==> src/hdl/reset_seq_cfg.svh <==
// Offsets, field positions, reset values and timing figures of the reset sequencer
`ifndef RESET_SEQ_CFG_SVH
`define RESET_SEQ_CFG_SVH

// Register indices; byte address is four times the index
`define IDX_STATUS 8'h03
`define IDX_IRQ_CTRL 8'h0b
`define IDX_OPTION 8'h81
`define IDX_TRIS_A 8'h85
`define IDX_TRIS_B 8'h86
`define IDX_PWR_STATUS 8'h8e
`define IDX_SEQ_CONFIG 8'h90
`define IDX_SEQ_STATE 8'h91

// Field positions
`define STS_WDT_BIT 4
`define STS_SLEEP_BIT 3
`define PWR_POR_BIT 1
`define GIE_BIT 7
`define CFG_DELAY_DIS_BIT 2

// Reset values
`define STATUS_POR_VAL 8'h18
`define OPTION_RST_VAL 8'hff
`define IRQ_CTRL_RST_VAL 8'h00
`define TRIS_A_RST_VAL 5'h1f
`define TRIS_B_RST_VAL 8'hff
`define SEQ_CONFIG_RST_VAL 3'h1
`define PC_RESET_VAL 13'h000
`define PC_IRQ_VECTOR 13'h004

// Timing
`define CLK_FREQ_KHZ 10000
`define RC_FREQ_KHZ 1000
`define POWER_UP_DELAY_TIMER_TIME_MS 72
`define OST_OSC_CYCLES 1024
`define MASTER_CLEAR_PIN_FILTER_NS 2000

`endif

==> src/hdl/reset_seq_pkg.sv <==
// Types shared by the reset sequencer files
package reset_seq_pkg;

  typedef enum logic [1:0] {
    low_power_crystal_mode = 2'h0,
    crystal_mode = 2'h1,
    high_speed_crystal_mode = 2'h2,
    resistor_capacitor_mode = 2'h3
  } osc_mode_t;

  // Gray codes along hold -> delay -> settle -> wait clear -> run -> sleep -> wake settle
  typedef enum logic [2:0] {
    st_hold = 3'h0,
    st_delay = 3'h1,
    st_settle = 3'h3,
    st_wait_clear = 3'h2,
    st_run = 3'h6,
    st_sleep = 3'h7,
    st_wake_settle = 3'h5
  } seq_state_t;

  typedef enum logic [2:0] {
    kind_power_on = 3'h0,
    kind_clear_normal = 3'h1,
    kind_clear_sleep = 3'h2,
    kind_watchdog_reset = 3'h3,
    kind_watchdog_wake = 3'h4,
    kind_irq_wake = 3'h5
  } reset_kind_t;

  typedef struct packed {
    reset_kind_t kind;
    logic [12:0] vector;
    logic vector_irq_next;
  } start_info_t;

  typedef struct packed {
    logic [7:0] option;
    logic [7:0] irq_control;
    logic [4:0] tris_a;
    logic [7:0] tris_b;
  } special_regs_t;

endpackage

==> src/hdl/input_sync_filter.sv <==
// Three-stage synchroniser with a stability filter for pins from outside the clock domain
`timescale 1ns/1ps
module input_sync_filter #(
  parameter int unsigned FILTER_CYCLES = 1,
  parameter logic RESET_VAL = 1'b0
) (
  // Clock and reset
  input wire logic pclk,
  input wire logic presetn,
  // Pin and filtered level
  input wire logic pin,
  output logic level
);
  localparam int CW = $clog2(FILTER_CYCLES + 1);
  localparam logic [CW-1:0] LAST = CW'(FILTER_CYCLES - 1);

  logic ff1, ff2, ff3;
  logic [CW-1:0] count, next_count;
  logic next_level;

  // A change counts only once stages two and three agree for the whole filter span
  always_comb begin
    next_count = '0;
    next_level = level;
    if (ff2 == ff3 && ff3 != level) begin
      if (count == LAST) begin
        next_level = ff3;
      end else begin
        next_count = count + CW'(1);
      end
    end
  end

  always_ff @(posedge pclk or negedge presetn) begin
    if (!presetn) begin
      ff1 <= RESET_VAL;
      ff2 <= RESET_VAL;
      ff3 <= RESET_VAL;
      count <= '0;
      level <= RESET_VAL;
    end else begin
      ff1 <= pin;
      ff2 <= ff1;
      ff3 <= ff2;
      count <= next_count;
      level <= next_level;
    end
  end
endmodule // input_sync_filter

==> src/hdl/power_up_reset_sequencer.sv <==
// Reset time-out sequencer with reset-cause flags and special register defaults
`timescale 1ns/1ps
`include "reset_seq_cfg.svh"

// Operation
// - On power-on only, run a 72 ms power-up delay after the power-on pulse.
// - Hold the chip in reset while the power-up delay counts.
// - Time the power-up delay from its own RC-rate tick, not the oscillator.
// - Delay-disable configuration bit set skips the delay; cleared enables it.
// - After the delay, hold reset for 1024 oscillator input cycles more.
// - Settling count only in crystal modes, only after power-on or sleep wake-up.
// - Delay starts when power-on pulse ends; settling starts after the delay.
// - RC mode with delay disabled, and RC wake-up, have no time-out.
// - Time-outs run from power-on, not master clear; late release starts at once.
// - Power-on flag cleared by power-on reset only, other resets leave it.
// - Power-on reset sets both watchdog-expired and sleep-entered flags.
// - Cause codes: clear 1,1; clear in sleep 1,0; watchdog 0,1; watchdog wake 0,0.
// - Resets start at 000h; sleep wake-ups resume after the sleep instruction.
// - Interrupt wake-up with global enable runs next instruction, then vector 0004h.
// - Power-on loads status 0001 1xxx; resets load option all ones, irq 0000 000x, directions ones.
// - Wake-up keeps registers; only the cause flags and the waking interrupt flags change.
// - Unimplemented bits of reset registers read as zero.
// - Five reset kinds are told apart; watchdog wake-up resets no registers.
// - Master clear input is noise filtered so short pulses are ignored.
module power_up_reset_sequencer #(
  parameter int unsigned RC_DIV = `CLK_FREQ_KHZ / `RC_FREQ_KHZ,
  parameter int unsigned POWER_UP_DELAY_TIMER_TICKS = `POWER_UP_DELAY_TIMER_TIME_MS * `RC_FREQ_KHZ,
  parameter int unsigned OST_CYCLES = `OST_OSC_CYCLES,
  parameter int unsigned MASTER_CLEAR_PIN_FILTER_CYCLES = `MASTER_CLEAR_PIN_FILTER_NS * (`CLK_FREQ_KHZ / 1000) / 1000
) (
  // Clock and bus reset
  input wire logic pclk,
  input wire logic presetn,
  // APB slave
  input wire logic psel,
  input wire logic penable,
  input wire logic pwrite,
  input wire logic [9:0] paddr,
  input wire logic [31:0] pwdata,
  output logic [31:0] prdata,
  output logic pready,
  output logic pslverr,
  // Pins and power detector
  input wire logic power_on_pulse,
  input wire logic master_clear_pin_n,
  input wire logic oscillator_input_pin,
  // Core, watchdog and sleep logic on pclk
  input wire logic sleep_enter,
  input wire logic watchdog_timeout,
  input wire logic [7:0] irq_wake_flags,
  input wire logic [12:0] sleep_pc,
  // Reset and start outputs
  output logic chip_reset,
  output logic core_halt,
  output logic core_start,
  output reset_seq_pkg::start_info_t start_info,
  output reset_seq_pkg::special_regs_t special_regs
);
  localparam int DW = $clog2(RC_DIV);
  localparam int PW = $clog2(POWER_UP_DELAY_TIMER_TICKS + 1);
  localparam logic [DW-1:0] RC_LAST = DW'(RC_DIV - 1);
  localparam logic [PW-1:0] POWER_UP_DELAY_TIMER_LAST = PW'(POWER_UP_DELAY_TIMER_TICKS - 1);
  localparam logic [10:0] OST_LAST = 11'(OST_CYCLES - 1);

  logic por_level, clear_n_level, osc_level, osc_prev;
  logic osc_rise, rc_tick, global_irq_enable, crystal, delay_enabled, load_event;
  logic [DW-1:0] rc_count, next_rc_count;
  logic [PW-1:0] power_up_delay_timer_count, next_power_up_delay_timer_count;
  logic [10:0] ost_count, next_ost_count;
  reset_seq_pkg::seq_state_t state, next_state;
  reset_seq_pkg::reset_kind_t kind, next_kind;
  reset_seq_pkg::start_info_t next_start_info;
  reset_seq_pkg::special_regs_t next_special_regs;
  logic [7:0] status, next_status;
  logic power_on_flag, next_power_on_flag;
  logic [2:0] seq_config, next_seq_config;
  logic next_chip_reset, next_core_halt, next_core_start;
  logic [31:0] next_prdata;
  logic next_pready, next_pslverr;
  logic [7:0] index;
  logic setup, wr_access, mapped;

  // Power detector passes unfiltered beyond agreement
  input_sync_filter #(.FILTER_CYCLES(1), .RESET_VAL(1'b1)) por_sync (
    .pclk(pclk),
    .presetn(presetn),
    .pin(power_on_pulse),
    .level(por_level)
  );

  // Short low glitches on master clear never reach the sequencer
  input_sync_filter #(.FILTER_CYCLES(MASTER_CLEAR_PIN_FILTER_CYCLES), .RESET_VAL(1'b0)) clear_sync (
    .pclk(pclk),
    .presetn(presetn),
    .pin(master_clear_pin_n),
    .level(clear_n_level)
  );

  // Oscillator must run at a quarter of pclk or slower or edges are missed
  input_sync_filter #(.FILTER_CYCLES(1), .RESET_VAL(1'b0)) osc_sync (
    .pclk(pclk),
    .presetn(presetn),
    .pin(oscillator_input_pin),
    .level(osc_level)
  );

  assign osc_rise = osc_level & ~osc_prev;
  assign rc_tick = (rc_count == RC_LAST);
  assign global_irq_enable = special_regs.irq_control[`GIE_BIT];
  assign crystal = (reset_seq_pkg::osc_mode_t'(seq_config[1:0])
                    != reset_seq_pkg::resistor_capacitor_mode);
  assign delay_enabled = ~seq_config[`CFG_DELAY_DIS_BIT];

  // APB decode
  assign index = paddr[9:2];
  assign setup = psel & ~penable;
  assign wr_access = psel & penable & pready & pwrite & ~pslverr;

  always_comb begin
    if (paddr[1:0] != 2'h0) begin
      mapped = 1'b0;
    end else if (index == `IDX_STATUS || index == `IDX_IRQ_CTRL || index == `IDX_OPTION) begin
      mapped = 1'b1;
    end else if (index == `IDX_TRIS_A || index == `IDX_TRIS_B || index == `IDX_PWR_STATUS) begin
      mapped = 1'b1;
    end else if (index == `IDX_SEQ_CONFIG || index == `IDX_SEQ_STATE) begin
      mapped = 1'b1;
    end else begin
      mapped = 1'b0;
    end
  end

  // Registered answer: pready rises in the first access cycle
  always_comb begin
    next_pready = setup;
    next_pslverr = setup & ~mapped;
    next_prdata = 32'h0000_0000;
    if (setup && !pwrite) begin
      if (index == `IDX_STATUS) begin
        next_prdata = {24'h00_0000, status};
      end else if (index == `IDX_IRQ_CTRL) begin
        next_prdata = {24'h00_0000, special_regs.irq_control};
      end else if (index == `IDX_OPTION) begin
        next_prdata = {24'h00_0000, special_regs.option};
      end else if (index == `IDX_TRIS_A) begin
        next_prdata = {27'h000_0000, special_regs.tris_a};
      end else if (index == `IDX_TRIS_B) begin
        next_prdata = {24'h00_0000, special_regs.tris_b};
      end else if (index == `IDX_PWR_STATUS) begin
        next_prdata = {30'h0000_0000, power_on_flag, 1'b0};
      end else if (index == `IDX_SEQ_CONFIG) begin
        next_prdata = {29'h0000_0000, seq_config};
      end else if (index == `IDX_SEQ_STATE) begin
        next_prdata = {24'h00_0000, 2'h0, kind, state};
      end
    end
  end

  // Sequencer
  always_comb begin
    next_state = state;
    next_kind = kind;
    next_rc_count = rc_tick ? '0 : rc_count + DW'(1);
    next_power_up_delay_timer_count = power_up_delay_timer_count;
    next_ost_count = ost_count;
    next_core_start = 1'b0;
    next_start_info = start_info;
    load_event = 1'b0;
    if (por_level) begin
      next_state = reset_seq_pkg::st_hold;
      next_kind = reset_seq_pkg::kind_power_on;
      load_event = (kind != reset_seq_pkg::kind_power_on) || (state != reset_seq_pkg::st_hold);
    end else begin
      case (state)
        reset_seq_pkg::st_hold: begin
          next_power_up_delay_timer_count = '0;
          next_ost_count = '0;
          if (kind == reset_seq_pkg::kind_power_on) begin
            if (delay_enabled) begin
              next_state = reset_seq_pkg::st_delay;
            end else if (crystal) begin
              next_state = reset_seq_pkg::st_settle;
            end else begin
              next_state = reset_seq_pkg::st_wait_clear;
            end
          end else if (clear_n_level) begin
            next_state = reset_seq_pkg::st_wait_clear;
          end
        end
        reset_seq_pkg::st_delay: begin
          // Master clear does not restart the time-outs
          if (rc_tick) begin
            next_power_up_delay_timer_count = power_up_delay_timer_count + PW'(1);
            if (power_up_delay_timer_count == POWER_UP_DELAY_TIMER_LAST) begin
              next_state = crystal ? reset_seq_pkg::st_settle
                                   : reset_seq_pkg::st_wait_clear;
            end
          end
        end
        reset_seq_pkg::st_settle: begin
          if (osc_rise) begin
            next_ost_count = ost_count + 11'(1);
            if (ost_count == OST_LAST) begin
              next_state = reset_seq_pkg::st_wait_clear;
            end
          end
        end
        reset_seq_pkg::st_wait_clear: begin
          if (clear_n_level) begin
            next_state = reset_seq_pkg::st_run;
            next_core_start = 1'b1;
            next_start_info.kind = kind;
            next_start_info.vector = `PC_RESET_VAL;
            next_start_info.vector_irq_next = 1'b0;
          end
        end
        reset_seq_pkg::st_run: begin
          if (!clear_n_level) begin
            next_state = reset_seq_pkg::st_hold;
            next_kind = reset_seq_pkg::kind_clear_normal;
            load_event = 1'b1;
          end else if (watchdog_timeout) begin
            next_state = reset_seq_pkg::st_hold;
            next_kind = reset_seq_pkg::kind_watchdog_reset;
            load_event = 1'b1;
          end else if (sleep_enter) begin
            next_state = reset_seq_pkg::st_sleep;
          end
        end
        reset_seq_pkg::st_sleep, reset_seq_pkg::st_wake_settle: begin
          next_ost_count = (state == reset_seq_pkg::st_sleep) ? '0 : ost_count;
          if (!clear_n_level) begin
            next_state = reset_seq_pkg::st_hold;
            next_kind = reset_seq_pkg::kind_clear_sleep;
            load_event = 1'b1;
          end else if (state == reset_seq_pkg::st_sleep) begin
            if (watchdog_timeout || irq_wake_flags != 8'h00) begin
              next_kind = watchdog_timeout ? reset_seq_pkg::kind_watchdog_wake
                                           : reset_seq_pkg::kind_irq_wake;
              load_event = 1'b1;
              next_state = crystal ? reset_seq_pkg::st_wake_settle
                                   : reset_seq_pkg::st_run;
            end
          end else if (osc_rise) begin
            next_ost_count = ost_count + 11'(1);
            if (ost_count == OST_LAST) begin
              next_state = reset_seq_pkg::st_run;
            end
          end
          if (next_state == reset_seq_pkg::st_run) begin
            next_core_start = 1'b1;
            next_start_info.kind = next_kind;
            next_start_info.vector = sleep_pc + 13'(1);
            next_start_info.vector_irq_next =
              (next_kind == reset_seq_pkg::kind_irq_wake) & global_irq_enable;
          end
        end
        default: begin
          next_state = reset_seq_pkg::st_hold;
        end
      endcase
    end
    next_chip_reset = (next_state == reset_seq_pkg::st_hold)
                    || (next_state == reset_seq_pkg::st_delay)
                    || (next_state == reset_seq_pkg::st_settle)
                    || (next_state == reset_seq_pkg::st_wait_clear);
    next_core_halt = (next_state == reset_seq_pkg::st_sleep)
                   || (next_state == reset_seq_pkg::st_wake_settle);
  end

  // Registers: software writes first, hardware reset and wake events override them
  always_comb begin
    next_status = status;
    next_power_on_flag = power_on_flag;
    next_special_regs = special_regs;
    next_seq_config = seq_config;
    if (wr_access) begin
      if (index == `IDX_STATUS) begin
        // Cause flags are read only to software
        next_status = {pwdata[7:5], status[`STS_WDT_BIT], status[`STS_SLEEP_BIT], pwdata[2:0]};
      end else if (index == `IDX_IRQ_CTRL) begin
        next_special_regs.irq_control = pwdata[7:0];
      end else if (index == `IDX_OPTION) begin
        next_special_regs.option = pwdata[7:0];
      end else if (index == `IDX_TRIS_A) begin
        next_special_regs.tris_a = pwdata[4:0];
      end else if (index == `IDX_TRIS_B) begin
        next_special_regs.tris_b = pwdata[7:0];
      end else if (index == `IDX_PWR_STATUS) begin
        next_power_on_flag = pwdata[`PWR_POR_BIT];
      end else if (index == `IDX_SEQ_CONFIG) begin
        next_seq_config = pwdata[2:0];
      end
    end
    if (state == reset_seq_pkg::st_run && sleep_enter && next_state == reset_seq_pkg::st_sleep) begin
      next_status[`STS_WDT_BIT] = 1'b1;
      next_status[`STS_SLEEP_BIT] = 1'b0;
    end
    if (load_event) begin
      case (next_kind)
        reset_seq_pkg::kind_power_on: begin
          next_status = `STATUS_POR_VAL;
          next_power_on_flag = 1'b0;
        end
        reset_seq_pkg::kind_clear_normal: begin
          next_status = {3'h0, 1'b1, 1'b1, status[2:0]};
        end
        reset_seq_pkg::kind_clear_sleep: begin
          next_status = {3'h0, 1'b1, 1'b0, status[2:0]};
        end
        reset_seq_pkg::kind_watchdog_reset: begin
          next_status = {3'h0, 1'b0, 1'b1, status[2:0]};
        end
        reset_seq_pkg::kind_watchdog_wake: begin
          next_status = {status[7:5], 1'b0, 1'b0, status[2:0]};
        end
        default: begin
          next_status = {status[7:5], 1'b1, 1'b0, status[2:0]};
          next_special_regs.irq_control = special_regs.irq_control | irq_wake_flags;
        end
      endcase
      if (next_kind != reset_seq_pkg::kind_watchdog_wake
          && next_kind != reset_seq_pkg::kind_irq_wake) begin
        next_special_regs.option = `OPTION_RST_VAL;
        next_special_regs.irq_control = `IRQ_CTRL_RST_VAL;
        next_special_regs.tris_a = `TRIS_A_RST_VAL;
        next_special_regs.tris_b = `TRIS_B_RST_VAL;
      end
    end
  end

  always_ff @(posedge pclk or negedge presetn) begin
    if (!presetn) begin
      state <= reset_seq_pkg::st_hold;
      kind <= reset_seq_pkg::kind_power_on;
      rc_count <= '0;
      power_up_delay_timer_count <= '0;
      ost_count <= '0;
      osc_prev <= 1'b0;
      chip_reset <= 1'b1;
      core_halt <= 1'b0;
      core_start <= 1'b0;
      start_info <= '{kind: reset_seq_pkg::kind_power_on, vector: `PC_RESET_VAL,
                      vector_irq_next: 1'b0};
      special_regs <= '{option: `OPTION_RST_VAL, irq_control: `IRQ_CTRL_RST_VAL,
                        tris_a: `TRIS_A_RST_VAL, tris_b: `TRIS_B_RST_VAL};
      status <= `STATUS_POR_VAL;
      power_on_flag <= 1'b0;
      seq_config <= `SEQ_CONFIG_RST_VAL;
      prdata <= 32'h0000_0000;
      pready <= 1'b0;
      pslverr <= 1'b0;
    end else begin
      state <= next_state;
      kind <= next_kind;
      rc_count <= next_rc_count;
      power_up_delay_timer_count <= next_power_up_delay_timer_count;
      ost_count <= next_ost_count;
      osc_prev <= osc_level;
      chip_reset <= next_chip_reset;
      core_halt <= next_core_halt;
      core_start <= next_core_start;
      start_info <= next_start_info;
      special_regs <= next_special_regs;
      status <= next_status;
      power_on_flag <= next_power_on_flag;
      seq_config <= next_seq_config;
      prdata <= next_prdata;
      pready <= next_pready;
      pslverr <= next_pslverr;
    end
  end
endmodule // power_up_reset_sequencer

==> config.mk <==
export PLATFORM = sky130hd
export DESIGN_NAME = power_up_reset_sequencer
export DESIGN_NICKNAME = d
export VERILOG_FILES = /design/src/hdl/reset_seq_pkg.sv /design/src/hdl/input_sync_filter.sv /design/src/hdl/power_up_reset_sequencer.sv
export VERILOG_INCLUDE_DIRS = /design/src /design/src/hdl
export SDC_FILE = /design/constraint.sdc
export NUM_CORES = 1
export LEC_CHECK = 0
export ABC_CLOCK_PERIOD_IN_PS = 2100
export BUFFER_PORTS_ARGS = -buffer_cell sky130_fd_sc_hd__buf_2
export CAP_MARGIN = 5
export CORE_ASPECT_RATIO = 2
export CORE_MARGIN = 2
export CORE_UTILIZATION = 25
export CTS_CLUSTER_DIAMETER = 60
export DETAILED_ROUTE_END_ITERATION = 8
export GPL_TIMING_DRIVEN = 1
export PLACE_DENSITY = 0.57
export SKIP_LAST_GASP = 1
export SLEW_MARGIN = 0
export SYNTH_ARGS = -nofsm -noshare
export SYNTH_HDL_FRONTEND = slang
export SYNTH_SLANG_ARGS = --single-unit
==> constraint.sdc <==
create_clock -name pclk -period 2.1 [get_ports pclk]
set_input_delay 0.105 -clock pclk [delete_from_list [all_inputs] [get_ports pclk]]
set_output_delay 0.105 -clock pclk [all_outputs]
set_load 0.1 [all_outputs]
==> impl_metrics.yaml <==
outcome:
  status: "finished with violations"
  violations: "setup timing"
yosys:
  ys.flop_type: "dfrtp_1"
  syn_area_per_cell_um2: 9.93
  synth_area_leaders: "dfrtp_1 36%, dfstp_2 11%, mux2i_1 4.4%"
  ys_ff_latch: 127
  synth.top_cells.by_count: "98 x dfrtp_1, 65 x nand2_1, 49 x nor2_1"
  yosys.area.top_type_share: 0.363
  ys_types: 72
  async_flop_share: 1.00
  yosysTopAreaCell: "dfrtp_1"
  synth_edf_count: 0
  ys_seq_area_frac: 0.476
  synthCells: 680
  synthesis.area_um2: 6750
  yosysWarningCount: 0
  synth_most_common_cell: "dfrtp_1"
die:
  dieWidth_um: 120
  start_util: 0.253
  dieArea_um2: 28400
  rows: 85
  core-area_um2: 26700
  chipHeight_um: 236
  io_pins: 156
finish:
  syn_to_final_growth_pct: 36.1
  drive_gt1_frac: 0.344
  post-route-util: 0.344
  layout.cells.non_filler: 1243
  fin_nets: 959
  n_antenna_cell: 0
  fin_area_um2: 9190
worst_setup_path:
  slowest_delay_ns: 0.40
  regToRegSetupSlack_ns: -0.004
  end_kind: "flop"
  worstPathRequired_ns: 2.39
  critPathKind: "flop to flop"
  worstPathArrival_ns: 2.40
  crit_buf_inv: 1
  cp-start-kind: "flop"
  critPathTopFamily: "simple AND/OR/NAND/NOR gates"
  crit_slowest_cell: "dfrtp_1"
  path_cells: "ha_4 > nand3_4 > nor4_4 > o211a_1 > o211a_4 > buf_12 > mux2_2"
  cp_max_fo: 9
cts:
  h-tree-depth: 4
  cts_tree: "built"
  clock_latency_ns: 0.42
  clock_path_buffers: 2
  cts_root_buf: "clkbuf_16"
  numCtsBuffers: 17
  clkSinkCount: 127
  clk_pin_slew_ns: 0.06
place:
  dp_hpwl_um: 14400
  dp.cells: 1188
  portBuffers: 107
  dpl-instance-area_um2: 8200
  pre_cts_ws_ns: -0.194
  gp_congestion: 0.907
global_route:
  grt_pass1_vias: 5951
  grt_first_pass_wirelength_um: 30800
  grt-ovfl-total: 0
  track_usage: 0.137
  grt_antenna_before_repair: 1
  grt_max_degree: 124
route:
  drt-met1-wl_um: 8710
  routed_wl_um: 19600
  drc: 0
  route.met2.wl_um: 9400
  vias_per_cell: 4.80
  ant_nets: 0
  highest_layer: "met5"
  drt-wirelength-per-cell_um: 15.8
  met3_length_um: 968
  dr.pass1.iters: 5
  drtIter0Drc: 408
  via_count: 5963
timing:
  timing.final.crit_share: 1.00
  setup_ws_ns: -0.00366
  fin_crit_ns: 2.10
  worstMarginPinSlew_ns: 0.670
  maxSlewViolCount: 0
  setup_viol: 3
  fin_skew_ns: 0.0132
  rsz0062_at_grt: "true"
  maxSlewHeadroom: 0.553
  hold_viol_final: 0
  finalSetupTns_ns: -0.00613
  clock.fmax_mhz: 475
pwr:
  p_leak_uw: 0.00420
  powerDensity_nw_per_um2: 697
  ir_drop_v: 0.000390
worst_hold_path:
  min_path_type: "input port to async pin"
job:
  maxCapViolCount: 0
## logic make-up after synthesis
family	synth area share
compound gates	0.138
flops	0.476
other cells	0.000555
mux	0.0862
buf+inv	0.0693
fa+ha+maj	0.0104
simple gates	0.186
xor+xnor	0.0337
## where the power goes
part	total (uW)	internal [uW]	leakage (uW)	switching, uW
registers	2530	2490	0.00164	33.4
clock network	3210	2140	0.000315	1060
logic	671	190	0.00225	481
## worst reg2reg max path, delay by kind of cell (launching register included)
| kind | cells | cell delay [ns] |
|---|---|---|
| muxes | 1 | 0.34 |
| and+or+nand+nor | 2 | 0.47 |
| DFF | 1 | 0.40 |
| adders and majority gates | 1 | 0.17 |
| buffers and inverters | 1 | 0.15 |
| AOI/OAI and AO/OA | 2 | 0.45 |
## repair_timing
item	4_1_cts	5_1_grt
endpoints found under the hold margin	118	0
pin swaps	2	3
endpoints found under the setup margin	19	27
cloned	0	2
hold buffers	16	0
gates resized for setup	2	18
setup buffers	2	3
## stage by stage
stage	hold slack, ns	total power [uW]
floorplan	-0.191	2990
global placement	-0.0820	3200
detailed placement	-0.0831	3210
CTS	0.0199	6480
global route	0.0279	6670
finish	0.0371	6410
## final cells by class
cell class              count  area (um2)
inverters                  39         146
multi-input cells         481        3280
fillers                  2672       17500
well taps                 348         435
clock buffers              23         498
clock inverters             9         154
flip-flops and latches    127        3220
repair buffers            216        1460
## placed cells by master (no fill, tap or decap), types with 17 or more instances in the layout
cell	count
buf_4	89
nor3_1	20
nand2_1	65
a21oi_1	24
nand3_1	19
clkbuf_16	18
conb_1	24
inv_1	38
mux2_2	17
mux2i_1	30
dfrtp_1	96
buf_2	106
dfstp_2	29
o21ai_0	21
nor2_1	49
## routing by layer
| metal | vias up | GRT usage |
|---|---|---|
| met2 | 197 | 0.222 |
| met1 | 2910 | 0.176 |
| met5 | - | 0 |
| met4 | 2 | 0.0528 |
| met3 | 35 | 0.0314 |
| li1 | 2819 | - |
## path summary, 6_finish.rpt
path	from	to	cells after the start
setup / recovery	ost_count[0]	start_info[9]	7
hold / removal	presetn	start_info[3]	2
setup reg to reg	ost_count[0]	start_info[9]	7
hold reg to reg	osc_sync.ff1	osc_sync.ff2	0
max in group asynchronous	presetn	pready	3
min in group pclk	sleep_pc[0]	start_info[1]	3
## sequential cells by signal (all words and copies together) (netlist names), 3 cells and up
name / cells
state: 3
special_regs: 29
rc_count: 4
ost_count: 11
power_up_delay_timer_count: 17
clear_sync.count: 5
prdata: 8
seq_config: 3
start_info: 17
kind: 3
status: 8
Power figures use the tool's default switching activity.
